`config.mk`:
```
export PLATFORM = sky130hd
export DESIGN_NAME = ebm_bus_master
export DESIGN_NICKNAME = d
export VERILOG_FILES = /design/src/logic/ebm_pkg.sv /design/src/logic/ebm_xfer_if.sv /design/src/logic/ebm_size_calc.sv /design/src/logic/ebm_in_sync.sv /design/src/logic/ebm_bus_master.sv
export SDC_FILE = /design/constraint.sdc
export NUM_CORES = 1
export LEC_CHECK = 0
export BUFFER_PORTS_ARGS = -buffer_cell sky130_fd_sc_hd__buf_4
export CAP_MARGIN = 20
export CORE_UTILIZATION = 50
export DETAILED_ROUTE_END_ITERATION = 8
export PLACE_DENSITY = 0.74
export SLEW_MARGIN = 20
export SYNTH_ARGS = -nofsm -noshare
export SYNTH_HDL_FRONTEND = slang
export SYNTH_HIERARCHICAL = 1
export SYNTH_SLANG_ARGS = --single-unit
```
`constraint.sdc`:
```
create_clock -name i_sys_clk -period 5.4 [get_ports i_sys_clk]
set_clock_uncertainty 0.05 [all_clocks]
set_input_delay 0 -clock i_sys_clk [delete_from_list [all_inputs] [get_ports i_sys_clk]]
set_output_delay 0 -clock i_sys_clk [all_outputs]
set_load 0.02 [all_outputs]
```
`src/logic/ebm_pkg.sv`:
```
// Shared constants and types of the external bus master cycle logic.
package ebm_pkg;

  // ---------------------------------------------------------------
  // Timing
  // ---------------------------------------------------------------
  // System clock period in nanoseconds.
  localparam int SYS_PERIOD_NS = 10;
  // Half period of the external bus clock in nanoseconds.
  localparam int BUS_HALF_NS   = 40;
  // Half bus clock in system cycles, rounded up.
  localparam int BUS_HALF_CYC  = (BUS_HALF_NS + SYS_PERIOD_NS - 1) / SYS_PERIOD_NS;

  // ---------------------------------------------------------------
  // Transfer size codes (bytes still to move)
  // ---------------------------------------------------------------
  localparam logic [1:0] SZ_LONG  = 2'h0;
  localparam logic [1:0] SZ_BYTE  = 2'h1;
  localparam logic [1:0] SZ_WORD  = 2'h2;
  localparam logic [1:0] SZ_THREE = 2'h3;

  // ---------------------------------------------------------------
  // Address space codes
  // ---------------------------------------------------------------
  localparam logic [2:0] SPC_USER_DATA = 3'h1;
  localparam logic [2:0] SPC_USER_PROG = 3'h2;
  localparam logic [2:0] SPC_SUP_DATA  = 3'h5;
  localparam logic [2:0] SPC_SUP_PROG  = 3'h6;
  localparam logic [2:0] SPC_CONTROL   = 3'h7;

  // ---------------------------------------------------------------
  // Reset values and acknowledge encodings
  // ---------------------------------------------------------------
  localparam logic [2:0] RST_SPACE     = 3'h0;
  // Acknowledge pair {word, byte}, active low.
  localparam logic [1:0] ACK_NONE      = 2'h3;
  localparam logic [1:0] ACK_BYTE_PORT = 2'h2;

  // Half-clock states of one bus cycle.
  typedef enum {ST_IDLE, ST_S0, ST_S1, ST_S2, ST_S3, ST_S4, ST_S5} ebm_state_t;

endpackage

```
`src/logic/ebm_xfer_if.sv`:
```
// Interface between the cycle sequencer and the operand size calculator.
`timescale 1ns/1ns
interface ebm_xfer_if;
  logic [2:0] rem;        // Bytes still to move in the operand.
  logic       a0;         // Low address bit of the current cycle.
  logic       port8;      // Port answered as 8 bits wide.
  logic [1:0] size_code;  // Size code driven on the bus.
  logic [2:0] moved;      // Bytes moved when the cycle ends.
  modport calc (input rem, a0, port8, output size_code, moved);
  modport user (output rem, a0, port8, input size_code, moved);
endinterface

```
`src/logic/ebm_size_calc.sv`:
```
// Size code and bytes-moved calculation for one bus cycle.
`timescale 1ns/1ns
module ebm_size_calc
  import ebm_pkg::*;
(
  ebm_xfer_if.calc x
);

  // The size code is the remaining count modulo four; a byte port, an
  // odd address or a single byte left moves one byte, else two.
  always_comb begin
    x.size_code = x.rem[1:0];
    if (x.port8 || x.a0 || (x.rem == 3'h1)) begin
      x.moved = 3'h1;
    end else begin
      x.moved = 3'h2;
    end
  end

endmodule // ebm_size_calc

```
`src/logic/ebm_in_sync.sv`:
```
// Two-stage synchroniser for pin inputs.
`timescale 1ns/1ns
module ebm_in_sync
  import ebm_pkg::*;
#(
  parameter int W = 1
) (
  input  logic         i_sys_clk,
  input  logic         i_sys_rst,
  input  logic [W-1:0] i_async,
  input  logic [W-1:0] i_rst_val,
  output logic [W-1:0] o_sync
);

  logic [W-1:0] meta_reg;  // First stage, read only by the second.
  logic [W-1:0] sync_reg;  // Second stage, resolved level.

  // Both stages load the idle level under reset, so a changing pin
  // settles to a clean 0 or 1 before anything looks at it.
  always_ff @(posedge i_sys_clk) begin
    if (i_sys_rst) begin
      meta_reg <= i_rst_val;
      sync_reg <= i_rst_val;
    end else begin
      meta_reg <= i_async;
      sync_reg <= meta_reg;
    end
  end

  assign o_sync = sync_reg;

endmodule // ebm_in_sync

```
`src/logic/ebm_bus_master.sv`:
```
// Bus-master cycle sequencer of the external parallel bus.
`timescale 1ns/1ns
// Function
// Word and long operands only at even addresses.
// Byte port splits wide operands into cycles.
// Slave port is 8 or 16 bits.
// Slave sets cycle length via acknowledges.
// Asynchronous mode synchronises inputs, adding latency.
// Synchronous mode completes cycle in three clocks.
// Fast termination finishes access in two clocks.
// Inputs sampled at falling bus clock edge.
// Sampled inputs resolve to clean logic levels.
// Drive address, size, space, direction during strobe.
// Size code gives remaining bytes of operand.
// Direction changes only between read and write.
// Locked output spans whole read-modify-write sequence.
// Three-bit space code selects eight spaces.
// Privileged state selects supervisor space codes.
// Address gives byte or most significant byte.
// Address strobe half clock after start.
// Read data captured on final falling edge.
// Writes drive all sixteen data lines.
// Write data half clock after address strobe.
// Read data strobe with address strobe.
// Write data strobe one clock after address strobe. Fast-terminated writes end first and never assert it.
// Acknowledge pair decodes wait, byte, word port.
// Strobes and data released before next cycle.
module ebm_bus_master
  import ebm_pkg::*;
#(
  parameter int HALF_CYC = BUS_HALF_CYC
) (
  input  logic        i_sys_clk,
  input  logic        i_sys_rst,
  // Operand request from the processor core.
  input  logic        i_req_valid,
  output logic        o_req_ready,
  input  logic [31:0] i_req_addr,
  input  logic [1:0]  i_req_size,
  input  logic        i_req_write,
  input  logic [31:0] i_req_wdata,
  input  logic        i_req_super,
  input  logic        i_req_prog,
  input  logic        i_req_control,
  input  logic        i_req_lock,
  input  logic        i_req_lock_last,
  // Operand answer.
  output logic        o_rsp_valid,
  output logic        o_rsp_err,
  output logic [31:0] o_rsp_rdata,
  // Mode inputs from the same clock domain.
  input  logic        i_sync_mode,
  input  logic        i_fast_term,
  input  logic        i_fast_port8,
  // External bus pins.
  output logic        o_bus_clk,
  output logic [31:0] o_addr,
  output logic [2:0]  o_space_code,
  output logic        o_xfer_size_hi,
  output logic        o_xfer_size_lo,
  output logic        o_rd_wr,
  output logic        o_address_strobe_n,
  output logic        o_data_strobe_n,
  output logic        o_locked_rmw_n,
  output logic [15:0] o_data_out,
  output logic        o_data_oe,
  input  logic [15:0] i_data_in,
  input  logic        i_ack_word_port_n,
  input  logic        i_ack_byte_port_n
);

  // ---------------------------------------------------------------
  // Declarations
  // ---------------------------------------------------------------
  localparam int HW         = $clog2(HALF_CYC + 1);  // Divider width.
  localparam int AS_DS_LAG  = 2 * HALF_CYC;          // Write strobe lag.

  ebm_state_t  st_reg;          // Current half-clock state.
  logic [HW-1:0] div_reg;       // Half bus clock divider.
  logic        hen;             // One-cycle half-clock enable.
  logic        fe;              // Falling bus clock edge enable.
  logic        bus_clk_reg;     // Bus clock level.
  logic [1:0]  ack_sync;        // Synchronised acknowledge pair.
  logic [15:0] data_sync;       // Synchronised data bus.
  logic [1:0]  ack_fe_reg;      // Acknowledge sampled at last falling edge.
  logic [1:0]  ack_use;         // Acknowledge used for the decision.
  logic        acc;             // Request accepted this cycle.
  logic        misalign;        // Request refused for alignment or for size SZ_THREE.
  logic        term_now;        // Cycle terminates this cycle.
  logic        port8_now;       // Terminating port is 8 bits.
  logic        last_cyc;        // Terminating cycle ends the operand.
  logic        fast_reg;        // Fast termination latched at start.
  logic [2:0]  rem_reg;         // Bytes still to move.
  logic [2:0]  rem_init;        // Byte count of a new operand.
  logic [31:0] addr_reg;        // Address of the current cycle.
  logic [31:0] wbuf_reg;        // Write bytes, left aligned.
  logic [31:0] rdata_reg;       // Read bytes, assembled.
  logic [31:0] rdata_next;      // Read bytes after this cycle.
  logic        rw_reg;          // Direction, high for read.
  logic [2:0]  space_reg;       // Address space code.
  logic        lock_n_reg;      // Locked sequence output.
  logic        lock_last_reg;   // Operand closes the locked sequence.
  logic        as_n_reg;        // Address strobe.
  logic        ds_n_reg;        // Data strobe.
  logic        oe_reg;          // Write data enable.
  logic [15:0] dout_reg;        // Write data lanes.
  logic        rsp_valid_reg;   // Answer pulse.
  logic        rsp_err_reg;     // Answer refused.
  logic [31:0] rsp_rdata_reg;   // Answer read data.
  logic [2:0]  hc_reg;          // Half clocks since cycle start.
  logic        waited_reg;      // Wait state seen in this cycle.

  ebm_xfer_if xif ();

  // ---------------------------------------------------------------
  // Submodules
  // ---------------------------------------------------------------
  // Size code and byte count of the running cycle.
  ebm_size_calc u_calc (
    .x (xif.calc)
  );

  // Pins are resolved to clean levels before use.
  // clean level resolution
  ebm_in_sync #(.W(18)) u_sync (
    .i_sys_clk (i_sys_clk),
    .i_sys_rst (i_sys_rst),
    .i_async   ({i_ack_word_port_n, i_ack_byte_port_n, i_data_in}),
    .i_rst_val ({ACK_NONE, 16'h0000}),
    .o_sync    ({ack_sync, data_sync})
  );

  // ---------------------------------------------------------------
  // Bus clock divider
  // ---------------------------------------------------------------
  assign hen = (div_reg == HW'(HALF_CYC - 1));
  assign fe  = hen && bus_clk_reg;

  // Counts system cycles per half bus clock and toggles the clock.
  always_ff @(posedge i_sys_clk) begin
    if (i_sys_rst) begin
      div_reg     <= '0;
      bus_clk_reg <= 1'b0;
    end else if (hen) begin
      div_reg     <= '0;
      bus_clk_reg <= ~bus_clk_reg;
    end else begin
      div_reg     <= div_reg + HW'(1);
    end
  end

  // ---------------------------------------------------------------
  // Acknowledge sampling and decode
  // ---------------------------------------------------------------
  // Keeps the acknowledge level seen at each falling edge.
  // falling edge sampling
  always_ff @(posedge i_sys_clk) begin
    if (i_sys_rst) begin
      ack_fe_reg <= ACK_NONE;
    end else if (fe) begin
      ack_fe_reg <= ack_sync;
    end
  end

  // asynchronous extra stage
  assign ack_use = i_sync_mode ? ack_sync : ack_fe_reg;

  // Termination by the slave, or by fast chip-select timing.
  // acknowledge decode
  assign port8_now = (st_reg == ST_S2) ? i_fast_port8 : (ack_use == ACK_BYTE_PORT);
  // slave ends cycle
  assign term_now  = hen && (((st_reg == ST_S2) && fast_reg) ||
                             ((st_reg == ST_S4) && (ack_use != ACK_NONE)));
  assign last_cyc  = (rem_reg == xif.moved);

  // ---------------------------------------------------------------
  // Request acceptance
  // ---------------------------------------------------------------
  // A request starts only just before a rising bus clock edge.
  assign o_req_ready = (st_reg == ST_IDLE) && hen && !bus_clk_reg;
  assign acc         = i_req_valid && o_req_ready;
  // even alignment only
  assign misalign    = (i_req_size == SZ_THREE) || ((i_req_size != SZ_BYTE) && i_req_addr[0]);

  // Byte count of an operand from its size code.
  always_comb begin
    case (i_req_size)
      SZ_BYTE: rem_init = 3'h1;
      SZ_WORD: rem_init = 3'h2;
      default: rem_init = 3'h4;
    endcase
  end

  // ---------------------------------------------------------------
  // Cycle state machine
  // ---------------------------------------------------------------
  // Steps through half clocks; wait states repeat the S3/S4 pair.
  always_ff @(posedge i_sys_clk) begin
    if (i_sys_rst) begin
      st_reg <= ST_IDLE;
    end else if (hen) begin
      case (st_reg)
        ST_IDLE: begin
          if (acc && !misalign) begin
            st_reg <= ST_S0;
          end
        end
        ST_S0: st_reg <= ST_S1;
        ST_S1: st_reg <= ST_S2;
        // two clock fast path
        ST_S2: st_reg <= fast_reg ? ST_S5 : ST_S3;
        ST_S3: st_reg <= ST_S4;
        // three clock cycle
        ST_S4: st_reg <= term_now ? ST_S5 : ST_S3;
        // split into cycles
        ST_S5: st_reg <= (rem_reg != 3'h0) ? ST_S0 : ST_IDLE;
        default: st_reg <= ST_IDLE;
      endcase
    end
  end

  // ---------------------------------------------------------------
  // Operand progress
  // ---------------------------------------------------------------
  assign xif.rem   = rem_reg;
  assign xif.a0    = addr_reg[0];
  assign xif.port8 = port8_now;

  // Appends the bytes of this cycle to the read operand.
  always_comb begin
    if (xif.moved == 3'h2) begin
      rdata_next = {rdata_reg[15:0], data_sync};
    end else if (!port8_now && addr_reg[0]) begin
      rdata_next = {rdata_reg[23:0], data_sync[7:0]};
    end else begin
      rdata_next = {rdata_reg[23:0], data_sync[15:8]};
    end
  end

  // Loads a new operand and advances address and counts per cycle.
  always_ff @(posedge i_sys_clk) begin
    if (i_sys_rst) begin
      rem_reg   <= 3'h0;
      addr_reg  <= 32'h0000_0000;
      wbuf_reg  <= 32'h0000_0000;
      rdata_reg <= 32'h0000_0000;
      fast_reg  <= 1'b0;
    end else if (acc && !misalign) begin
      rem_reg   <= rem_init;
      addr_reg  <= i_req_addr;
      rdata_reg <= 32'h0000_0000;
      fast_reg  <= i_fast_term;
      case (i_req_size)
        SZ_BYTE: wbuf_reg <= {i_req_wdata[7:0], 24'h000000};
        SZ_WORD: wbuf_reg <= {i_req_wdata[15:0], 16'h0000};
        default: wbuf_reg <= i_req_wdata;
      endcase
    end else if (term_now) begin
      // final edge capture
      rdata_reg <= rdata_next;
      rem_reg   <= rem_reg - xif.moved;
      addr_reg  <= addr_reg + {29'h0, xif.moved};
      wbuf_reg  <= (xif.moved == 3'h2) ? {wbuf_reg[15:0], 16'h0000} :
                                          {wbuf_reg[23:0], 8'h00};
    end else if (hen && (st_reg == ST_S5)) begin
      fast_reg  <= i_fast_term;
    end
  end

  // ---------------------------------------------------------------
  // Direction, space and lock
  // ---------------------------------------------------------------
  // Direction loads only when an operand starts, so it holds across
  // runs of same-direction cycles.
  // direction held
  always_ff @(posedge i_sys_clk) begin
    if (i_sys_rst) begin
      rw_reg <= 1'b1;
    end else if (acc && !misalign) begin
      rw_reg <= !i_req_write;
    end
  end

  // Space code from privilege and access kind.
  // space code select
  always_ff @(posedge i_sys_clk) begin
    if (i_sys_rst) begin
      space_reg <= RST_SPACE;
    end else if (acc && !misalign) begin
      if (i_req_control) begin
        space_reg <= SPC_CONTROL;
      // privilege chooses space
      end else if (i_req_super) begin
        space_reg <= i_req_prog ? SPC_SUP_PROG : SPC_SUP_DATA;
      end else begin
        space_reg <= i_req_prog ? SPC_USER_PROG : SPC_USER_DATA;
      end
    end
  end

  // Lock asserts at the first cycle and stays until the closing
  // operand's final cycle ends.
  // locked sequence span
  always_ff @(posedge i_sys_clk) begin
    if (i_sys_rst) begin
      lock_n_reg    <= 1'b1;
      lock_last_reg <= 1'b0;
    end else if (acc && !misalign) begin
      lock_last_reg <= i_req_lock && i_req_lock_last;
      if (i_req_lock) begin
        lock_n_reg <= 1'b0;
      end
    end else if (term_now && last_cyc && lock_last_reg) begin
      lock_n_reg <= 1'b1;
    end
  end

  // ---------------------------------------------------------------
  // Strobes and write data
  // ---------------------------------------------------------------
  // Address strobe half a clock after start; read data strobe with it;
  // write data strobe one clock later except on fast-terminated writes; all released at termination.
  always_ff @(posedge i_sys_clk) begin
    if (i_sys_rst) begin
      as_n_reg <= 1'b1;
      ds_n_reg <= 1'b1;
    end else if (term_now) begin
      // release before next
      as_n_reg <= 1'b1;
      ds_n_reg <= 1'b1;
    end else if (hen && (st_reg == ST_S0)) begin
      // strobe after half clock
      as_n_reg <= 1'b0;
      // read strobes together
      ds_n_reg <= !rw_reg;
    end else if (hen && !rw_reg && (st_reg == ST_S2)) begin
      // write strobe lag
      ds_n_reg <= 1'b0;
    end
  end

  // Write lanes drive all sixteen lines half a clock after the
  // address strobe; a single byte is copied onto both lanes.
  always_ff @(posedge i_sys_clk) begin
    if (i_sys_rst) begin
      oe_reg   <= 1'b0;
      dout_reg <= 16'h0000;
    end else if (term_now) begin
      oe_reg   <= 1'b0;
    end else if (hen && !rw_reg && (st_reg == ST_S1)) begin
      // write data timing
      oe_reg   <= 1'b1;
      // all lines driven
      dout_reg <= (rem_reg == 3'h1) ? {wbuf_reg[31:24], wbuf_reg[31:24]} : wbuf_reg[31:16];
    end
  end

  // ---------------------------------------------------------------
  // Operand answer
  // ---------------------------------------------------------------
  // One-cycle answer at operand end, or at once when refused.
  always_ff @(posedge i_sys_clk) begin
    if (i_sys_rst) begin
      rsp_valid_reg <= 1'b0;
      rsp_err_reg   <= 1'b0;
      rsp_rdata_reg <= 32'h0000_0000;
    end else begin
      rsp_valid_reg <= (acc && misalign) || (term_now && last_cyc);
      rsp_err_reg   <= acc && misalign;
      if (term_now && last_cyc) begin
        rsp_rdata_reg <= rdata_next;
      end
    end
  end

  // ---------------------------------------------------------------
  // Outputs
  // ---------------------------------------------------------------
  // cycle outputs driven
  // size code output
  // address output
  assign o_bus_clk          = bus_clk_reg;
  assign o_addr             = addr_reg;
  assign o_space_code       = space_reg;
  assign o_xfer_size_hi     = xif.size_code[1];
  assign o_xfer_size_lo     = xif.size_code[0];
  assign o_rd_wr            = rw_reg;
  assign o_address_strobe_n = as_n_reg;
  assign o_data_strobe_n    = ds_n_reg;
  assign o_locked_rmw_n     = lock_n_reg;
  assign o_data_out         = dout_reg;
  assign o_data_oe          = oe_reg;
  assign o_rsp_valid        = rsp_valid_reg;
  assign o_rsp_err          = rsp_err_reg;
  assign o_rsp_rdata        = rsp_rdata_reg;

  // ---------------------------------------------------------------
  // Checks
  // ---------------------------------------------------------------
  // Half clocks since start and wait states, for cycle length checks.
  always_ff @(posedge i_sys_clk) begin
    if (i_sys_rst || (hen && (st_reg == ST_S5))) begin
      hc_reg     <= 3'h0;
      waited_reg <= 1'b0;
    end else if (hen && (st_reg != ST_IDLE)) begin
      hc_reg     <= hc_reg + 3'h1;
      waited_reg <= waited_reg || ((st_reg == ST_S4) && !term_now);
    end
  end
endmodule // ebm_bus_master

```
==> metrics.md, run 1 <==
| Metric | Value |
|---|---|
| Asr flop ratio synth | 0% |
| Min Hold Slack | 0.00144 ns |
| Critical Path Sink Type | register |
| Hold WC Path Type | in -> reg |
| Max-cap viol count | 0 |
| Post_cts resized | 0 |
| Min Tclk post-route | 3.90 ns |
| Cells after Synth | 983 |
| CP Class | reg -> reg |
| Clock share of power | 40.6% |
| #FFs+latches synth | 196 |
| Synth Flop Type | dfxtp_1 |
| Cell family with most CP delay | compound AO/OA/AOI/OAI gates |
| Seq/Total Area, Yosys | 43.5% |
| Port-buffer cells | 189 |
| Crit-path cells | nand3b_1 > mux2_2 > a211oi_1 > or3b_2 > buf_4 > o21ai_0 > o21ba_2 > mux2i_1 > a21oi_1 |
| Initial core utilization | 51.6% |
| Final WL | 24,700 µm |
| First-pass GRT wire length | 38,400 µm |
| CTS Buffer Depth | 2 |
| Final nets | 1,346 |
| I/O pin count | 190 |
| Num CTS Buffers | 17 |
| Combinational Power Share | 10.7% |
| Switch share | 24.9% |
| CTS tree | done |
| Worst setup SP type | register |
| Overall power | 3080 µW |
| Slew HR | 29.8% |
| Clk sink count | 196 |
| CTS clk-pin slew, worst paths | 0.07 ns |
| Drt pass-1 iters | 7 |
| DR DRC count | 0 |
| Highest clock rate | 257 MHz |
| Pwr dens | 257 nW/µm² |
| Lkg Pwr | 0.00467 µW |
| Status | finished, final reports clean |
| Slowest CP cell | or3b_2 |
| Clk root buf | clkbuf_16 |
| Die H | 136 µm |
| Setup TNS | 0 ns |
| CP max FO | 25 |
| RSZ-0062 raised after global routing | false |
| Routed via count | 8,330 |
| Number of antenna violations at the first check in global routing | 0 |
| Share of post-route cells with drive strength above 1 | 24.1% |
| Syn-to-layout area delta | 32.9% |
| Core footprint | 17,500 µm² |
| # diodes | 0 |
| GR Util All Layers | 26.4% |
| Number of synthesized flops with an enable pin | 0 |
| Cell Area, Synth | 9020 µm² |
| Final hold viol count | 0 |
| Worst IR drop on VDD | 0.229 mV |
| Pin count of the biggest net entering global routing | 83 |
| Die Width | 136 µm |
| Hpwl dp | 15,900 µm |
| Flop pwr share | 48.7% |
| Buf+Inv Stages, Crit Path | 1 |
| Overflow after GRT | 0 |
| Slew of the pin with the lowest slew margin | 1.05 ns |
| Antenna-violating nets left | 0 |
| Clk_lat worst skew | 0.44 ns |
| H-tree depth | 4 |
| Setup Viol. Count Final | 0 |
| Data arrival, critical path | 4.12 ns |
| Commonest non-fill, non-tap cell in the layout | buf_4 |
| Ys Warns | 6 |
| Synth Area per Inst | 9.17 µm² |
| Vias in the first global route | 7,621 |
| Net Switching | 768 µW |
| Final Cycle Share | 72.2% |
| CP required | 5.63 ns |
| Netlist cell types | 61 |
| # rows | 48 |
| Initial DRC Count | 642 |
| Most frequent cells in the layout | buf_4, dfxtp_1, nand2_1, nor2_1, dlygate4sd3_1 |
| WL per Instance | 16.7 µm |
| Die area | 18,600 µm² |
| Max-slew violations | 0 |
| Internal power | 2320 µW |
| CP max stage delay | 0.81 ns |
| GP Congestion | 0.846 |
| Vias per Instance | 5.64 |
## path summary, 6_finish.rpt
| check | startpoint | to | slack [ns] | cells after the start |
|---|---|---|---|---|
| max | st_reg[2] | rdata_reg[7] | 1.50 | 9 |
| min | i_req_wdata[23] | wbuf_reg[23] | 0.001 | 4 |
| max reg2reg | st_reg[2] | rdata_reg[7] | 1.50 | 9 |
| min reg2reg | div_reg[0] | div_reg[0] | 0.37 | 1 |
## cells in the mapped netlist, types with 4 or more instances
master | n | share of area, %
nor2_1 | 89 | 3.7
a311oi_1 | 18 | 1.7
ha_1 | 10 | 1.4
xnor2_1 | 10 | 0.97
clkbuf_1 | 46 | 1.9
o211ai_1 | 12 | 1.0
nand3_1 | 41 | 2.3
inv_1 | 13 | 0.54
buf_2 | 20 | 1.1
or3_1 | 8 | 0.55
a31oi_1 | 17 | 1.2
a211oi_1 | 48 | 4.0
a32oi_1 | 10 | 0.97
a211oi_2 | 6 | 0.83
dfxtp_1 | 196 | 44
buf_4 | 5 | 0.42
o22a_1 | 7 | 0.68
mux2_2 | 16 | 2.0
nand4_1 | 6 | 0.42
and4_1 | 4 | 0.39
a22oi_1 | 27 | 2.2
o311ai_0 | 7 | 0.68
nor3_1 | 12 | 0.67
mux2i_1 | 43 | 4.8
a21oi_1 | 60 | 3.3
nand2_1 | 110 | 4.6
buf_1 | 7 | 0.29
or4_1 | 12 | 1.0
nor4_1 | 6 | 0.42
a21o_1 | 4 | 0.33
mux2_4 | 30 | 5.0
nand2b_1 | 4 | 0.28
o21ai_0 | 30 | 1.7
o22ai_1 | 4 | 0.28
## cell type report
type / count / area (µm²)
repair buffers: 285 / 2360
clock buffers: 18 / 439
well taps: 225 / 282
fillers: 1381 / 5500
multi-input cells: 725 / 4790
inverters: 13 / 48.8
flip-flops and latches: 196 / 3920
clock inverters: 14 / 140
## power groups by stage
stage | registers [µW] | logic (µW) | clock network, µW
after floorplan | 1530 | 175 | 0
after global placement | 1530 | 273 | 0
after detailed placement | 1530 | 276 | 0
after CTS | 1500 | 326 | 1260
after global routing | 1500 | 354 | 1330
final | 1500 | 331 | 1250
## routing by layer
| metal | GRT usage, % | part of all wire [%] | vias up | wire length [µm] |
|---|---|---|---|---|
| li1 | - | - | 4081 | - |
| met1 | 34.0 | 44 | 3879 | 10800 |
| met2 | 44.3 | 47 | 326 | 11700 |
| met3 | 4.06 | 6.7 | 44 | 1650 |
| met4 | 9.75 | 2.0 | 0 | 494 |
| met5 | 0 | 0 | - | 0 |
## what timing repair did
action	4_1_cts	5_1_grt
hold endpoints to repair	84	0
hold buffers	86	0
buffers inserted	0	0
## per-stage QoR
step	setup WS [ns]	util, %	instances	instance area [µm²]
floorplan	2.26	-	1017	9150
global placement	1.65	60.3	1358	10500
detailed placement	1.59	60.3	1358	10500
CTS	1.53	68.5	1476	12000
global route	1.21	68.6	1476	12000
finish	1.50	68.6	1476	12000
## kinds of logic (layout without fill, tap and decap cells)
family	Yosys count	after routing	synth area share [%]
other	3	37	0.125
AOI/OAI and AO/OA	264	264	20.4
buffers and inverters	96	330	5.19
adders and majority gates	12	12	1.83
muxes	89	89	11.8
and+or+nand+nor	312	312	16.1
DFF	196	196	43.5
xor gates and xnor gates	11	11	1.07
## worst min-delay path, stage by stage
cell and delay [ns]:
buf_4 0.08, a22oi_1 0.08, o22a_1 0.20, a21oi_1 0.10
Note: power is estimated with default switching activity, not from simulation.
==> run 2, diff against run 1 <==
- PLACE_DENSITY: 0.74 -> 0.77
- clock period: 5.4 -> 3.4 ns (I/O delays scaled with it)
==> run 2 against run 1 <==
  * Critical path depth is 1 higher
  * Via count grew 2.6%
  * Clock-buffer cell count decreased by 1
  * Register-to-register slack worse by 1.2 ns
  * Global-route usage is 1.4 points higher
  * Worst setup slack worse by 1.2 ns
  * Highest routed layer unchanged
  * Worst hold slack better by 0.012 ns
  * First-iteration DRC count increased by 2.6%
  * Largest cell class unchanged
  * Cell count up 1.4%
  * Critical path type unchanged
  * Sequential power rose by 59%
  * Critical endpoint is now wbuf_reg[1]
  * Maximum frequency grew 24%
==> metrics.md, run 2 (synthesis results as in run 1) <==
| Metric | Value |
|---|---|
| Switch share | 26.0% (+1.1 points) |
| Clk root buf | clkbuf_16 |
| Data arrival, critical path | 3.43 ns (-0.69 ns) |
| Setup TNS | 0 ns (unchanged) |
| Die area | 18,600 µm² (unchanged) |
| Overflow after GRT | 0 (unchanged) |
| H-tree depth | 4 (unchanged) |
| Initial core utilization | 51.6% (unchanged) |
| GR Util All Layers | 27.7% (+1.4 points) |
| Finished Layout Cells | 1,496 (+1.4%) |
| Cell family with most CP delay | buffers and inverters |
| Final Cycle Share | 92.4% (+20 points) |
| Vias in the first global route | 8,115 (+6.5%) |
| Slowest CP cell | dlygate4sd3_1 |
| Die H | 136 µm (unchanged) |
| CP max FO | 28 (+12%) |
| Reg2reg start | div_reg[0] |
| Max-cap viol count | 0 (unchanged) |
| Antenna-violating nets left | 0 (unchanged) |
| Die Width | 136 µm (unchanged) |
| Share of post-route cells with drive strength above 1 | 24.9% (+0.88 points) |
| Pwr dens | 401 nW/µm² (+56%) |
| Hpwl dp | 16,400 µm (+3.0%) |
| Worst IR drop on VDD | 0.375 mV (+64%) |
| RSZ-0062 raised after global routing | false |
| First-pass GRT wire length | 40,400 µm (+5.2%) |
| Crit-path cells | ha_1 > ha_1 > buf_4 > nor4bb_1 > and3_4 > nor3_2 > buf_4 > a32oi_1 > nor2_1 > dlygate4sd3_1 |
| Highest clock rate | 318 MHz (+24%) |
| Worst setup SP type | register |
| WHS Path Cells | 4 (unchanged) |
| Clk_lat worst skew | 0.44 ns (about the same) |
| Initial DRC Count | 659 (+2.6%) |
| CTS tree | done |
| Drt pass-1 iters | 5 (-2) |
| Fill count | 1,370 (-0.80%) |
| Port-buffer cells | 189 (unchanged) |
| CP Class | reg -> reg |
| # diodes | 0 (unchanged) |
| CP max stage delay | 0.57 ns (-0.24 ns) |
| Most frequent cells in the layout | buf_4, dfxtp_1, nand2_1, dlygate4sd3_1, nor2_1 |
| Max-slew violations | 0 (unchanged) |
| Number of antenna violations at the first check in global routing | 0 (unchanged) |
| Reg-to-reg slack, setup | 0.26 ns (-1.24 ns) |
| Min Tclk post-route | 3.14 ns (-0.756 ns) |
| # rows | 48 (unchanged) |
| DR DRC count | 0 (unchanged) |
| I/O pin count | 190 (unchanged) |
| Internal power | 3610 µW (+56%) |
| Routed via count | 8,543 (+2.6%) |
| Pin count of the biggest net entering global routing | 74 (-11%) |
| Hold Path End | wbuf_reg[23] |
| Critical R2R Capture | wbuf_reg[1] |
| Clk sink count | 196 (unchanged) |
| CTS clk-pin slew, worst paths | 0.08 ns (about the same) |
| Lkg Pwr | 0.00477 µW (+2.3%) |
| Final hold viol count | 0 (unchanged) |
| Final nets | 1,366 (+1.5%) |
| DP Worst Slack | 0.346 ns (-1.24 ns) |
| CP required | 3.69 ns (-1.94 ns) |
| Num CTS Buffers | 17 (unchanged) |
| Syn-to-layout area delta | 35.1% |
| Combinational Power Share | 11.3% (+0.6 points) |
| Register-to-Register Path Depth | 10 (+1) |
| Status | finished, final reports clean |
| Clock share of power | 39.9% (-0.7 points) |
| Core footprint | 17,500 µm² (unchanged) |
| WL per Instance | 17.1 µm (+2.1%) |
| Worst Hold Launch | i_req_wdata[23] |
| Commonest non-fill, non-tap cell in the layout | buf_4 |
| Hold WC Path Type | in -> reg |
| CTS Buffer Depth | 2 (unchanged) |
| Critical Path Sink Type | register |
| Buf+Inv Stages, Crit Path | 3 (+2) |
| Vias per Instance | 5.71 (+1.2%) |
| Fin worst setup slack | 0.260 ns (-1.24 ns) |
| Net Switching | 1270 µW (+65%) |
| GP Congestion | 0.858 (+1.4%) |
| Placed cells | 1,374 (+1.2%) |
| Slew HR | 32.4% (+2.7 points) |
| Flop pwr share | 48.8% (about the same) |
| Final WL | 25,500 µm (+3.5%) |
| Setup Viol. Count Final | 0 (unchanged) |
| Slew of the pin with the lowest slew margin | 1.01 ns (-0.0372 ns) |
-- run 2: cell type report --
cell class              count  area (µm²)  share of cell area [%]
clock inverters            15         146                    1.20
multi-input cells         725        4790                    39.3
inverters                  13        48.8                   0.400
repair buffers            305        2570                    21.1
flip-flops and latches    196        3920                    32.2
well taps                 225         282                    2.31
clock buffers              17         425                    3.49
-- run 2: power by group through the flow --
stage | Sequential [µW] | Combinational [µW] | Clock, µW
after floorplan | 2430 | 278 | 0
after global placement | 2430 | 453 | 0
after detailed placement | 2440 | 458 | 0
after CTS | 2380 | 541 | 1970
after global routing | 2390 | 588 | 2070
final | 2380 | 550 | 1950
-- run 2: worst reg2reg max path, delay by kind of cell (launching register included) --
kind	cells	cell delay, ns
flip-flops	1	0.34
buffers and inverters	3	1.04
AND/OR/NAND/NOR	4	1.04
adder cells (fa/ha/maj)	2	0.38
AO/OA/AOI/OAI	1	0.20
-- run 2: stage by stage --
step	util [%]	hold WS, ns	area [µm²]	power [µW]
2_1_floorplan	-	0.0580	9150	2710
3_3_place_gp	61.3	0.165	10700	2890
3_5_place_dp	61.3	0.170	10700	2890
4_1_cts	69.7	0.00378	12200	4890
5_1_grt	69.7	0.0303	12200	5050
6_report	69.7	0.0135	12200	4880
-- run 2: worst max-delay path by stage --
stage | startpoint | end | slack (ns) | cells past startpoint
4_1_cts | div_reg[0] | wbuf_reg[1] | 0.17 | 10
3_3_place_gp | u_sync/o_sync[16] | o_addr[22] | 0.43 | 11
3_5_place_dp | u_sync/o_sync[16] | o_addr[22] | 0.35 | 11
2_1_floorplan | st_reg[0] | o_addr[22] | 0.26 | 10
6_report | div_reg[0] | wbuf_reg[1] | 0.26 | 10
5_1_grt | div_reg[0] | wbuf_reg[1] | 0.06 | 10
-- run 2: timing repair --
action	CTS	global route
hold endpoints to repair	86	0
setup endpoints to repair	0	1
setup buffers	0	0
gates resized for setup	0	1
hold buffers	90	0
-- run 2: metal layers --
metal	global-route usage, %	up-vias	part of all wire (%)
li1	-	4127	-
met1	34.3	4025	43
met2	47.2	339	48
met3	4.96	52	6.3
met4	11.7	0	2.7
met5	0	-	0
==> run 3, diff against run 2 <==
- PLACE_DENSITY: 0.77 -> 0.76
==> run 3 against run 2 <==
  * Clock power increased by 4%
  * Sequential cell count stayed put
  * Sequential power is essentially flat
  * Non-clock buffer count rose by 7
  * Cell count rose by 0.47%
  * Via count is 0.39% lower
  * Critical path type unchanged
==> metrics.md, run 3 (synthesis results as in run 1) <==
| Metric | Value |
|---|---|
| Share of post-route cells with drive strength above 1 | 24.6% (-0.37 points) |
| Slew of the pin with the lowest slew margin | 0.968 ns (-0.0399 ns) |
| Overflow after GRT | 0 (unchanged) |
| WHS Path Cells | 4 (unchanged) |
| CTS Buffer Depth | 2 (unchanged) |
| Reg-to-reg slack, setup | 0.21 ns (-0.05 ns) |
| Global Route met1 Usage | 34.0% (-0.29 points) |
| Setup Viol. Count Final | 0 (unchanged) |
| Pwr dens | 404 nW/µm² (+0.73%) |
| Initial core utilization | 51.6% (unchanged) |
| Final WL | 25,100 µm (-1.7%) |
| Final hold viol count | 0 (unchanged) |
| Most used cell, CP | mux2_2 |
| GR Util met3 | 4.59% (-0.37 points) |
| CP required | 3.68 ns (about the same) |
| Number of antenna violations at the first check in global routing | 0 (unchanged) |
| Clk root buf | clkbuf_16 |
| Area after DPL | 10,700 µm² (-0.26%) |
| I/O pin count | 190 (unchanged) |
| H-tree depth | 4 (unchanged) |
| Final nets | 1,373 (+0.51%) |
| DP Worst Slack | 0.316 ns (-0.0303 ns) |
| # diodes | 0 (unchanged) |
| Max-cap viol count | 0 (unchanged) |
| Pin count of the biggest net entering global routing | 71 (-4.1%) |
| Final Cell Area | 12,300 µm² (+0.60%) |
| Clk sink count | 196 (unchanged) |
| Lkg Pwr | 0.00481 µW (+0.80%) |
| Crit path launch | u_sync/o_sync[16] |
| Initial DRC Count | 681 (+3.3%) |
| Worst IR drop on VDD | 0.375 mV (about the same) |
| First-pass GRT wire length | 39,300 µm (-2.8%) |
| # rows | 48 (unchanged) |
| Clk_lat worst skew | 0.44 ns (about the same) |
| Most frequent cells in the layout | buf_4, dfxtp_1, nand2_1, dlygate4sd3_1, nor2_1 |
| Vias in the first global route | 7,861 (-3.1%) |
| Commonest non-fill, non-tap cell in the layout | buf_4 |
| Met2 Use GR | 44.7% (-2.5 points) |
| WL per Instance | 16.7 µm (-2.2%) |
| Critical R2R Capture | wbuf_reg[22] |
| Antenna-violating nets left | 0 (unchanged) |
| Register-to-Register Path Depth | 10 (unchanged) |
| Highest clock rate | 313 MHz (-1.7%) |
| Reg2reg start | u_sync/o_sync[16] |
| GRT busiest layer | met2 |
| CTS clk-pin slew, worst paths | 0.07 ns (about the same) |
| Crit-path cells | nand3b_1 > o21ai_0 > mux2_2 > a211o_1 > or3b_2 > buf_6 > mux2_2 > a22oi_1 > a21oi_1 > dlygate4sd3_1 |
| Hpwl dp | 15,900 µm (-2.9%) |
| CTS tree | done |
| CP max stage delay | 0.57 ns (about the same) |
| GP Congestion | 0.874 (+1.9%) |
| Die Width | 136 µm (unchanged) |
| Syn-to-layout area delta | 35.9% |
| Final Cycle Share | 93.9% (+1.6 points) |
| Critical Path Sink Type | register |
| Worst setup SP type | register |
| Min Tclk post-route | 3.19 ns (+0.0535 ns) |
| Fin worst setup slack | 0.206 ns (-0.0535 ns) |
| Die area | 18,600 µm² (unchanged) |
| Setup TNS | 0 ns (unchanged) |
| CP Class | reg -> reg |
| Final core utilization | 70.2% (+0.42 points) |
| Slowest CP cell | dlygate4sd3_1 |
| Slew HR | 35.1% (+2.7 points) |
| GR Util All Layers | 26.9% (-0.80 points) |
| Data arrival, critical path | 3.47 ns (+0.04 ns) |
| Drt pass-1 iters | 5 (unchanged) |
| Cell family with most CP delay | buffers and inverters |
| Num CTS Buffers | 17 (unchanged) |
| Status | finished, final reports clean |
| DR DRC count | 0 (unchanged) |
| Min Hold Slack | 0.00723 ns (-0.00632 ns) |
| Hold WC Path Type | in -> reg |
| Routed via count | 8,510 (-0.39%) |
| Buf+Inv Stages, Crit Path | 2 (-1) |
| Port-buffer cells | 189 (unchanged) |
| Die H | 136 µm (unchanged) |
| Worst Hold Launch | i_req_wdata[23] |
| Hold Path End | wbuf_reg[23] |
| CP max FO | 24 (-14%) |
| Core footprint | 17,500 µm² (unchanged) |
| Vias per Instance | 5.66 (-0.85%) |
| RSZ-0062 raised after global routing | false |
| Max-slew violations | 0 (unchanged) |
## run 3: repair_timing
| item | in CTS | in global routing |
|---|---|---|
| gates resized for setup | 0 | 4 |
| endpoints found under the hold margin | 93 | 1 |
| hold buffers | 96 | 1 |
| setup buffers | 0 | 2 |
| endpoints found under the setup margin | 0 | 6 |
## run 3: area by class of cell
type | count | area, µm²
Multi-Input combinational cell | 725 | 4790
Timing Repair Buffer | 312 | 2630
Clock buffer | 22 | 454
Fill cell | 1316 | 5220
Inverter | 13 | 48.8
Clock inverter | 10 | 124
Tap cell | 225 | 282
Sequential cell | 196 | 3920
## run 3: worst register-to-register path, stage by stage (launching register included)
cell           delay [ns]
dfxtp_1              0.33
nand3b_1             0.10
o21ai_0              0.14
mux2_2               0.32
a211o_1              0.28
or3b_2               0.55
buf_6                0.22
mux2_2               0.30
a22oi_1              0.15
a21oi_1              0.08
dlygate4sd3_1        0.57
## run 3: report_power, final
part | switching (µW) | internal [µW]
sequential | 33.3 | 2350
clock | 902 | 1110
combinational | 257 | 292
## run 3: how the worst max path moves through the flow
stage / slack, ns / to / depth (start not counted)
2_1_floorplan: 0.26 / o_addr[22] / 10
3_3_place_gp: 0.38 / o_addr[22] / 11
3_5_place_dp: 0.32 / o_addr[22] / 11
4_1_cts: 0.04 / wbuf_reg[6] / 9
5_1_grt: 0.03 / wbuf_reg[22] / 11
6_report: 0.21 / wbuf_reg[22] / 10
## run 3: stage by stage
step / total power, µW / cells
2_1_floorplan: 2710 / 1017
3_5_place_dp: 2890 / 1372
6_report: 4950 / 1503
5_1_grt: 5110 / 1503
3_3_place_gp: 2880 / 1372
4_1_cts: 4960 / 1500
## run 3: routing by layer
layer	wire length [µm]	up-vias
li1	-	4122
met1	10800	3974
met2	12000	355
met3	1580	59
met4	774	0
met5	0	-
